--- src/rtl/tsw_regs_map.svh ---
// Register offsets, field positions and reset values of the switch test and rate registers.
// Assumes a 16-bit host data path and word addresses as printed.
`ifndef TSW_REGS_MAP_SVH
`define TSW_REGS_MAP_SVH
`define TSW_ADDR_LOCAL_SEND 14'h00C3
`define TSW_ADDR_LOCAL_TXLEN 14'h00C4
`define TSW_ADDR_LOCAL_RXLEN 14'h00C5
`define TSW_ADDR_LOCAL_RECV 14'h00C6
`define TSW_ADDR_LOCAL_ERR 14'h00C7
`define TSW_ADDR_BP_SEND 14'h00C8
`define TSW_ADDR_BP_TXLEN 14'h00C9
`define TSW_ADDR_BP_RXLEN 14'h00CA
`define TSW_ADDR_BP_RECV 14'h00CB
`define TSW_ADDR_BP_ERR 14'h00CC
`define TSW_ADDR_LIN_RATE 14'h00CD
`define TSW_ADDR_LOUT_RATE 14'h00ED
`define TSW_ADDR_BIN_RATE 14'h010D
`define TSW_ADDR_BOUT_RATE 14'h012D
`define TSW_ADDR_SELFTEST 14'h014D
`define TSW_ADDR_REVISION 14'h3FFF
`define TSW_SEL_STREAM_LO_L 8
`define TSW_SEL_STREAM_LO_B 9
`define TSW_ST_ENABLE_BIT 12
`define TSW_ST_BP_DATA_GO 11
`define TSW_ST_LOC_DATA_GO 8
`define TSW_ST_BP_CONN_GO 5
`define TSW_ST_LOC_CONN_GO 2
`define TSW_RESET_WORD 16'h0000
`define TSW_RATE_RESET 2'h0
`endif
--- src/rtl/tsw_pkg.sv ---
// Types shared by the switch test and rate register block.
// Assumes the map header for numbers.
package tsw_pkg;
  typedef logic [1:0] tsw_rate_t;
  typedef struct packed {
    logic [4:0] stream;
    logic [8:0] channel;
  } tsw_window_s;
  typedef struct packed {
    logic [15:0] data;
    logic [13:0] addr;
  } tsw_word_s;
  typedef enum logic [1:0] {
    TSW_ST_IDLE,
    TSW_ST_RUN,
    TSW_ST_DONE
  } tsw_mem_state_e;
endpackage

--- src/rtl/tsw_fifo.sv ---
// Small word FIFO carrying host writes into the register bank.
// Assumes one clock; source and sink follow valid and ready.
module tsw_fifo #(
  parameter int WIDTH = 30,
  parameter int DEPTH = 16
) (
  // Clock and reset
  input wire logic sys_clk,
  input wire logic reset_n,
  // Fill side
  input wire logic inValid,
  output logic inReady,
  input wire logic [WIDTH-1:0] inData,
  // Drain side
  output logic outValid,
  input wire logic outReady,
  output logic [WIDTH-1:0] outData
);
  localparam int AW = $clog2(DEPTH);
  typedef struct packed {
    logic [AW:0] wrPtr;
    logic [AW:0] rdPtr;
  } tsw_fifo_state_s;
  tsw_fifo_state_s state_reg, state_next;
  logic [WIDTH-1:0] mem [DEPTH];
  logic full, empty, push, pop;

  assign empty = state_reg.wrPtr == state_reg.rdPtr;
  assign full = (state_reg.wrPtr[AW-1:0] == state_reg.rdPtr[AW-1:0]) && !empty;
  assign inReady = !full;
  assign outValid = !empty;
  assign outData = mem[state_reg.rdPtr[AW-1:0]];
  assign push = inValid && !full;
  assign pop = outReady && !empty;

  always_comb begin
    state_next = state_reg;
    if (push) begin
      state_next.wrPtr = state_reg.wrPtr + (AW+1)'(1);
    end
    if (pop) begin
      state_next.rdPtr = state_reg.rdPtr + (AW+1)'(1);
    end
  end

  always_ff @(posedge sys_clk) begin
    if (push) begin
      mem[state_reg.wrPtr[AW-1:0]] <= inData;
    end
  end

  always_ff @(posedge sys_clk or negedge reset_n) begin
    if (!reset_n) begin
      state_reg <= '0;
    end else begin
      state_reg <= state_next;
    end
  end
endmodule // tsw_fifo

--- src/rtl/tsw_regs.sv ---
// Test window, rate, memory self-test and revision registers of the stream switch.
// Assumes the host port is synchronised to sys_clk; datapath supplies error and self-test events.
`include "tsw_regs_map.svh"
module tsw_regs #(
  parameter logic [3:0] REVISION_NUMBER = 4'h1, // Arbitrary value
  parameter int FIFO_DEPTH = 16
) (
  // Clock and reset
  input wire logic sys_clk,
  input wire logic reset_n,
  // Host port, already in sys_clk domain
  input wire logic hostWrite,
  input wire logic hostRead,
  input wire logic [13:0] hostAddr,
  input wire logic [15:0] hostWrData,
  output logic hostWrReady,
  output logic [15:0] hostRdData,
  output logic hostRdValid,
  // Mode
  input wire logic bp32Mode,
  // Error events from the test receivers
  input wire logic localBitError,
  input wire logic bpBitError,
  // Memory self-test engines
  input wire logic [3:0] memTestFinished,
  input wire logic [3:0] memTestPassed,
  output logic [3:0] memTestGo,
  output logic selftestEnable,
  // Test windows
  output tsw_pkg::tsw_window_s localSendWin,
  output logic [8:0] localTxExtra,
  output tsw_pkg::tsw_window_s localRecvWin,
  output logic [8:0] localRxExtra,
  output tsw_pkg::tsw_window_s bpSendWin,
  output logic [8:0] bpTxExtra,
  output tsw_pkg::tsw_window_s bpRecvWin,
  output logic [8:0] bpRxExtra,
  // Stream rates, 32 streams of 2 bits each
  output logic [63:0] localInRates,
  output logic [63:0] localOutRates,
  output logic [63:0] bpInRates,
  output logic [63:0] bpOutRates,
  output logic [31:0] bpStreamActive,
  // Advance scale: 1 means steps of half a cycle
  output logic bpAdvanceHalfStep
);
  typedef struct packed {
    logic [15:0] localSend;
    logic [7:0] localTxLen;
    logic [7:0] localRxLen;
    logic [15:0] localRecv;
    logic [15:0] localErr;
    logic [15:0] bpSend;
    logic [8:0] bpTxLen;
    logic [8:0] bpRxLen;
    logic [15:0] bpRecv;
    logic [15:0] bpErr;
    logic [63:0] lin;
    logic [63:0] lout;
    logic [63:0] bin;
    logic [63:0] bout;
    logic stEnable;
    logic [3:0] stStart;
    logic [3:0] stDone;
    logic [3:0] stPass;
    logic [3:0] stGo;
    logic [15:0] rdData;
    logic rdValid;
    logic [63:0] bpRateOut;
    logic [63:0] bpRateIn;
    logic [31:0] active;
    logic halfStep;
  } tsw_state_s;

  tsw_state_s state_reg, state_next;
  tsw_pkg::tsw_word_s fifoIn, fifoOut;
  logic fifoValid, fifoPop;
  logic [15:0] wdata;
  logic [13:0] waddr;
  logic [15:0] rdMux;
  logic [3:0] newStart;

  assign fifoIn = '{data: hostWrData, addr: hostAddr};
  assign fifoPop = 1'b1;

  tsw_fifo #(
    .WIDTH(30),
    .DEPTH(FIFO_DEPTH)
  ) u_wr_fifo (
    .sys_clk(sys_clk),
    .reset_n(reset_n),
    .inValid(hostWrite),
    .inReady(hostWrReady),
    .inData(fifoIn),
    .outValid(fifoValid),
    .outReady(fifoPop),
    .outData(fifoOut)
  );

  assign wdata = fifoOut.data;
  assign waddr = fifoOut.addr;
  // Start bits in ascending nibble order: local conn, bp conn, local data, bp data
  assign newStart = {wdata[`TSW_ST_BP_DATA_GO], wdata[`TSW_ST_LOC_DATA_GO],
                     wdata[`TSW_ST_BP_CONN_GO], wdata[`TSW_ST_LOC_CONN_GO]};

  // Read mux; reserved bits are zero by construction
  always_comb begin
    rdMux = 16'h0000;
    if (hostAddr >= `TSW_ADDR_LIN_RATE && hostAddr < `TSW_ADDR_LOUT_RATE) begin
      rdMux = {14'h0000, state_reg.lin[2*(hostAddr-`TSW_ADDR_LIN_RATE) +: 2]};
    end else if (hostAddr >= `TSW_ADDR_LOUT_RATE && hostAddr < `TSW_ADDR_BIN_RATE) begin
      rdMux = {14'h0000, state_reg.lout[2*(hostAddr-`TSW_ADDR_LOUT_RATE) +: 2]};
    end else if (hostAddr >= `TSW_ADDR_BIN_RATE && hostAddr < `TSW_ADDR_BOUT_RATE) begin
      rdMux = {14'h0000, state_reg.bin[2*(hostAddr-`TSW_ADDR_BIN_RATE) +: 2]};
    end else if (hostAddr >= `TSW_ADDR_BOUT_RATE && hostAddr < `TSW_ADDR_SELFTEST) begin
      rdMux = {14'h0000, state_reg.bout[2*(hostAddr-`TSW_ADDR_BOUT_RATE) +: 2]};
    end else begin
      case (hostAddr)
        `TSW_ADDR_LOCAL_SEND: rdMux = {3'h0, state_reg.localSend[12:0]};
        `TSW_ADDR_LOCAL_TXLEN: rdMux = {8'h00, state_reg.localTxLen};
        `TSW_ADDR_LOCAL_RXLEN: rdMux = {8'h00, state_reg.localRxLen};
        `TSW_ADDR_LOCAL_RECV: rdMux = {3'h0, state_reg.localRecv[12:0]};
        `TSW_ADDR_LOCAL_ERR: rdMux = state_reg.localErr;
        `TSW_ADDR_BP_SEND: rdMux = {2'h0, state_reg.bpSend[13:0]};
        `TSW_ADDR_BP_TXLEN: rdMux = {7'h00, state_reg.bpTxLen};
        `TSW_ADDR_BP_RXLEN: rdMux = {7'h00, state_reg.bpRxLen};
        `TSW_ADDR_BP_RECV: rdMux = {2'h0, state_reg.bpRecv[13:0]};
        `TSW_ADDR_BP_ERR: rdMux = state_reg.bpErr;
        `TSW_ADDR_SELFTEST: begin
          rdMux = {3'h0, state_reg.stEnable,
                   state_reg.stStart[3], state_reg.stDone[3], state_reg.stPass[3],
                   state_reg.stStart[2], state_reg.stDone[2], state_reg.stPass[2],
                   state_reg.stStart[1], state_reg.stDone[1], state_reg.stPass[1],
                   state_reg.stStart[0], state_reg.stDone[0], state_reg.stPass[0]};
        end
        `TSW_ADDR_REVISION: rdMux = {12'h000, REVISION_NUMBER};
        default: rdMux = 16'h0000;
      endcase
    end
  end

  always_comb begin
    state_next = state_reg;
    state_next.rdValid = hostRead;
    state_next.rdData = hostRead ? rdMux : state_reg.rdData;
    state_next.stGo = 4'h0;
    // Saturate rather than wrap so a long run never reads as low error
    if (localBitError && state_reg.localErr != 16'hFFFF) begin
      state_next.localErr = state_reg.localErr + 16'h0001;
    end
    if (bpBitError && state_reg.bpErr != 16'hFFFF) begin
      state_next.bpErr = state_reg.bpErr + 16'h0001;
    end
    if (fifoValid) begin
      if (waddr >= `TSW_ADDR_LIN_RATE && waddr < `TSW_ADDR_LOUT_RATE) begin
        state_next.lin[2*(waddr-`TSW_ADDR_LIN_RATE) +: 2] = wdata[1:0];
      end else if (waddr >= `TSW_ADDR_LOUT_RATE && waddr < `TSW_ADDR_BIN_RATE) begin
        state_next.lout[2*(waddr-`TSW_ADDR_LOUT_RATE) +: 2] = wdata[1:0];
      end else if (waddr >= `TSW_ADDR_BIN_RATE && waddr < `TSW_ADDR_BOUT_RATE) begin
        state_next.bin[2*(waddr-`TSW_ADDR_BIN_RATE) +: 2] = wdata[1:0];
      end else if (waddr >= `TSW_ADDR_BOUT_RATE && waddr < `TSW_ADDR_SELFTEST) begin
        state_next.bout[2*(waddr-`TSW_ADDR_BOUT_RATE) +: 2] = wdata[1:0];
      end else begin
        case (waddr)
          `TSW_ADDR_LOCAL_SEND: state_next.localSend = {3'h0, wdata[12:0]};
          `TSW_ADDR_LOCAL_TXLEN: state_next.localTxLen = wdata[7:0];
          `TSW_ADDR_LOCAL_RXLEN: state_next.localRxLen = wdata[7:0];
          `TSW_ADDR_LOCAL_RECV: state_next.localRecv = {3'h0, wdata[12:0]};
          `TSW_ADDR_BP_SEND: state_next.bpSend = {2'h0, wdata[13:0]};
          `TSW_ADDR_BP_TXLEN: state_next.bpTxLen = wdata[8:0];
          `TSW_ADDR_BP_RXLEN: state_next.bpRxLen = wdata[8:0];
          `TSW_ADDR_BP_RECV: state_next.bpRecv = {2'h0, wdata[13:0]};
          `TSW_ADDR_SELFTEST: begin
            state_next.stEnable = wdata[`TSW_ST_ENABLE_BIT];
            state_next.stStart = newStart;
            for (int i = 0; i < 4; i++) begin
              // Launch only on a rising start bit with test mode held
              if (newStart[i] && !state_reg.stStart[i] && wdata[`TSW_ST_ENABLE_BIT]
                  && state_reg.stEnable) begin
                state_next.stGo[i] = 1'b1;
                state_next.stDone[i] = 1'b0;
                state_next.stPass[i] = 1'b0;
              end
            end
          end
          default: state_next.stEnable = state_reg.stEnable;
        endcase
      end
    end
    // After the write so a finish in the relaunch cycle is never lost
    for (int i = 0; i < 4; i++) begin
      if (memTestFinished[i] && state_reg.stEnable) begin
        state_next.stDone[i] = 1'b1;
        state_next.stPass[i] = memTestPassed[i];
      end
    end
    // 32M mode overrides backplane codes; upper streams idle
    for (int s = 0; s < 32; s++) begin
      state_next.active[s] = !bp32Mode || (s < 16);
    end
    state_next.bpRateIn = bp32Mode ? 64'h0 : state_next.bin;
    state_next.bpRateOut = bp32Mode ? 64'h0 : state_next.bout;
    state_next.halfStep = bp32Mode;
  end

  always_ff @(posedge sys_clk or negedge reset_n) begin
    if (!reset_n) begin
      state_reg <= '0;
    end else begin
      state_reg <= state_next;
    end
  end

  assign hostRdData = state_reg.rdData;
  assign hostRdValid = state_reg.rdValid;
  assign memTestGo = state_reg.stGo;
  assign selftestEnable = state_reg.stEnable;
  assign localSendWin = '{stream: state_reg.localSend[12:8],
                          channel: {1'b0, state_reg.localSend[7:0]}};
  assign localRecvWin = '{stream: state_reg.localRecv[12:8],
                          channel: {1'b0, state_reg.localRecv[7:0]}};
  assign bpSendWin = '{stream: state_reg.bpSend[13:9], channel: state_reg.bpSend[8:0]};
  assign bpRecvWin = '{stream: state_reg.bpRecv[13:9], channel: state_reg.bpRecv[8:0]};
  assign localTxExtra = {1'b0, state_reg.localTxLen};
  assign localRxExtra = {1'b0, state_reg.localRxLen};
  assign bpTxExtra = state_reg.bpTxLen;
  assign bpRxExtra = state_reg.bpRxLen;
  assign localInRates = state_reg.lin;
  assign localOutRates = state_reg.lout;
  assign bpInRates = state_reg.bpRateIn;
  assign bpOutRates = state_reg.bpRateOut;
  assign bpStreamActive = state_reg.active;
  assign bpAdvanceHalfStep = state_reg.halfStep;
endmodule // tsw_regs

--- config.mk ---
export PLATFORM = sky130hd
export DESIGN_NAME = tsw_regs
export DESIGN_NICKNAME = d
export VERILOG_FILES = /design/src/rtl/tsw_pkg.sv /design/src/rtl/tsw_fifo.sv /design/src/rtl/tsw_regs.sv
export VERILOG_INCLUDE_DIRS = /design/src /design/src/rtl
export SDC_FILE = /design/constraint.sdc
export NUM_CORES = 2
export LEC_CHECK = 0
export BUFFER_PORTS_ARGS = -buffer_cell sky130_fd_sc_hd__buf_2
export CAP_MARGIN = 20
export CORE_MARGIN = 8
export CORE_UTILIZATION = 60
export DETAILED_ROUTE_END_ITERATION = 8
export MAX_ROUTING_LAYER = met4
export PLACE_DENSITY = 0.85
export SLEW_MARGIN = 0
export SYNTH_ARGS = -nofsm -noshare
export SYNTH_HDL_FRONTEND = slang
export SYNTH_HIERARCHICAL = 1
export SYNTH_SLANG_ARGS = --single-unit
--- constraint.sdc ---
create_clock -name sys_clk -period 17 [get_ports sys_clk]
set_input_delay 0.85 -clock sys_clk [delete_from_list [all_inputs] [get_ports sys_clk]]
set_output_delay 0.85 -clock sys_clk [all_outputs]
set_load 0.02 [all_outputs]
==> flow_metrics.env <==
export IMPL_layout_min_cycle_time_ps=7960
export IMPL_ys_warnings_count=6
export IMPL_cts_tree="done"
export IMPL_post_route_util_pct=65.1
export IMPL_crit_path_start="u_wr_fifo/state_reg[0]$_DFFE_PN0P_"
export IMPL_dr_total_vias=29300
export IMPL_stdcell_count=4560
export IMPL_reg2reg_to="bpOutRates[26]$_DFF_PN0_"
export IMPL_arrival_ps=8480
export IMPL_cts_sinks=999
export IMPL_io_pins=449
export IMPL_drv_slew=0
export IMPL_start_kind="flop"
export IMPL_final_setup_tns_ps=0
export IMPL_maxCapViolCount=0
export IMPL_dp_hpwl_mm=85.7
export IMPL_hold_class="input pin to asynchronous set/reset pin"
export IMPL_endpoint_kind="flop"
export IMPL_fin_skew_ps=45.8
export IMPL_worstMarginPinSlew_ps=1150
export IMPL_p_per_area_mw_per_mm2=164
export IMPL_htree_num_levels=3
export IMPL_die_x_um=294
export IMPL_cts_buffers_inserted=98
export IMPL_crit_fanout=31
export IMPL_placed_cell_area_mm2=0.0469
export IMPL_grt_overflow_total=0
export IMPL_drt_total_wl_mm=129
export IMPL_dp_cells=4364
export IMPL_ir_drop_uv=221
export IMPL_routedWlPerCell_um=28.4
export IMPL_numPortBuffers=442
export IMPL_r2r_start="u_wr_fifo/state_reg[0]$_DFFE_PN0P_"
export IMPL_leakage_nw=21.6
export IMPL_clkTransAtPathRegs_ps=60
export IMPL_regArea_mm2=0.0272
export IMPL_synthCells=3387
export IMPL_drc=0
export IMPL_largest_reg_flops=448
export IMPL_die_h_um=294
export IMPL_status="completed"
export IMPL_fp_dieArea_mm2=0.0866
export IMPL_place_congestion=0.920
export IMPL_cts_resized=0
export IMPL_grt_pass1_vias=29500
export IMPL_rows=102
export IMPL_antenna_found_initial=13
export IMPL_initialDrtViolationCount=3288
export IMPL_fin_area_mm2=0.0502
export IMPL_cts_setup_buffers=0
export IMPL_crit_required_ps=17520
export IMPL_syn_mean_instance_area_um2=13.7
export IMPL_grt_max_degree=168
export IMPL_max_freq_mhz=126
export IMPL_initial_core_util_pct=60.3
export IMPL_setup_violations=0
export IMPL_cts_hold_buf=0
export IMPL_syn_area_mm2=0.0465
export IMPL_worstSetupPathType="flop to flop"
export IMPL_drive_above_1_share_pct=33.2
export IMPL_syn2layout_area_growth_pct=8.06
export IMPL_hold_viol_final=0
export IMPL_design_core_area_mm2=0.0771
export IMPL_multi_input_area_mm2=0.0154
export IMPL_vias_per_cell=6.43
export IMPL_grt_pass1_wl_mm=190
export IMPL_worstSkewPairLatency_ps=670
export IMPL_root_buffer="clkbuf_16"
export IMPL_first_pass_iters=6
export IMPL_rsz0062_at_grt="false"
export IMPL_nNetsFinal=3504
export IMPL_ant_nets=0
export IMPL_n_fill_cell=5344
export IMPL_rrSetupSlack_ps=9040
export IMPL_cts_buffer_depth=3
export IMPL_track_usage_pct=30.0
export IMPL_relSlewSlack_pct=23.2
export IMPL_ff2ff_path_depth=24
export IMPL_finalCritPeriodShare_pct=46.8
-- routing by layer --
layer | global-route usage (%) | vias to the layer above | share of wire [%]
li1 | - | 12200 | -
met1 | 37.6 | 14900 | 37
met2 | 45.7 | 1803 | 47
met3 | 8.34 | 349 | 11
met4 | 13.4 | 0 | 4.9
met5 | - | - | 0
-- cells in the final DEF, fill, tap and decap left out, drive strengths merged, types with 29 or more instances in the layout --
cell / n
dfrtp: 551
buf: 519
edfxtp: 448
mux2: 299
nand2: 252
mux4: 164
o21ai: 146
nand3: 127
clkbuf: 126
mux2i: 96
and2: 87
nor2: 81
a22oi: 55
inv: 47
xnor2: 43
nor3: 40
a21oi: 37
clkinv: 32
a32oi: 29
ha: 29
-- per-stage QoR --
stage	hold WS [ps]	total power [mW]	worst slack, ps
2_1_floorplan	452	4.87	11430
3_3_place_gp	474	5.80	9260
3_5_place_dp	482	5.87	9210
4_1_cts	247	8.06	9160
5_1_grt	284	8.52	8430
6_report	183	8.22	9040
-- worst max path at each step --
stage,to,slack (ps),cells after the start
after global routing,bpOutRates[26]$_DFF_PN0_,8430,24
after CTS,localOutRates[50]$_DFFE_PN0P_,9160,24
after global placement,bpOutRates[14]$_DFF_PN0_,9260,24
after detailed placement,localOutRates[50]$_DFFE_PN0P_,9210,24
after floorplan,state_reg[213]$_DFF_PN0_,11430,24
final,bpOutRates[26]$_DFF_PN0_,9040,24
-- worst max-delay path, stage by stage (launching register included) --
cell and delay (ps):
dfrtp_4 760, buf_4 620, nor2b_2 90, buf_4 290
a22oi_1 330, mux2i_1 140, o21ai_1 130, buf_4 260
inv_1 150, ha_1 390, and3b_1 370, o21ai_0 230
a21oi_1 610, a21oi_1 140, o32ai_1 330, nand4_1 270
or2_2 350, ha_1 310, nand4b_1 170, nor4_1 220
o211ai_1 260, a2111oi_4 340, buf_4 340, nand2_1 210
o21ai_0 410
-- final cells by class --
class | count | area share [%]
repair buffers | 519 | 5.70
multi-input cells | 1769 | 30.6
inverters | 43 | 0.322
clock buffers | 126 | 5.29
flip-flops and latches | 999 | 54.3
clock inverters | 50 | 1.15
well taps | 1040 | 2.59
diodes | 14 | 0.0698
-- report_power, final --
group / switching [mW] / total, mW / internal, mW
clock network: 0.926 / 2.17 / 1.25
logic: 2.29 / 3.23 / 0.946
registers: 0.128 / 2.82 / 2.69
Power figures use the tool's default switching activity.
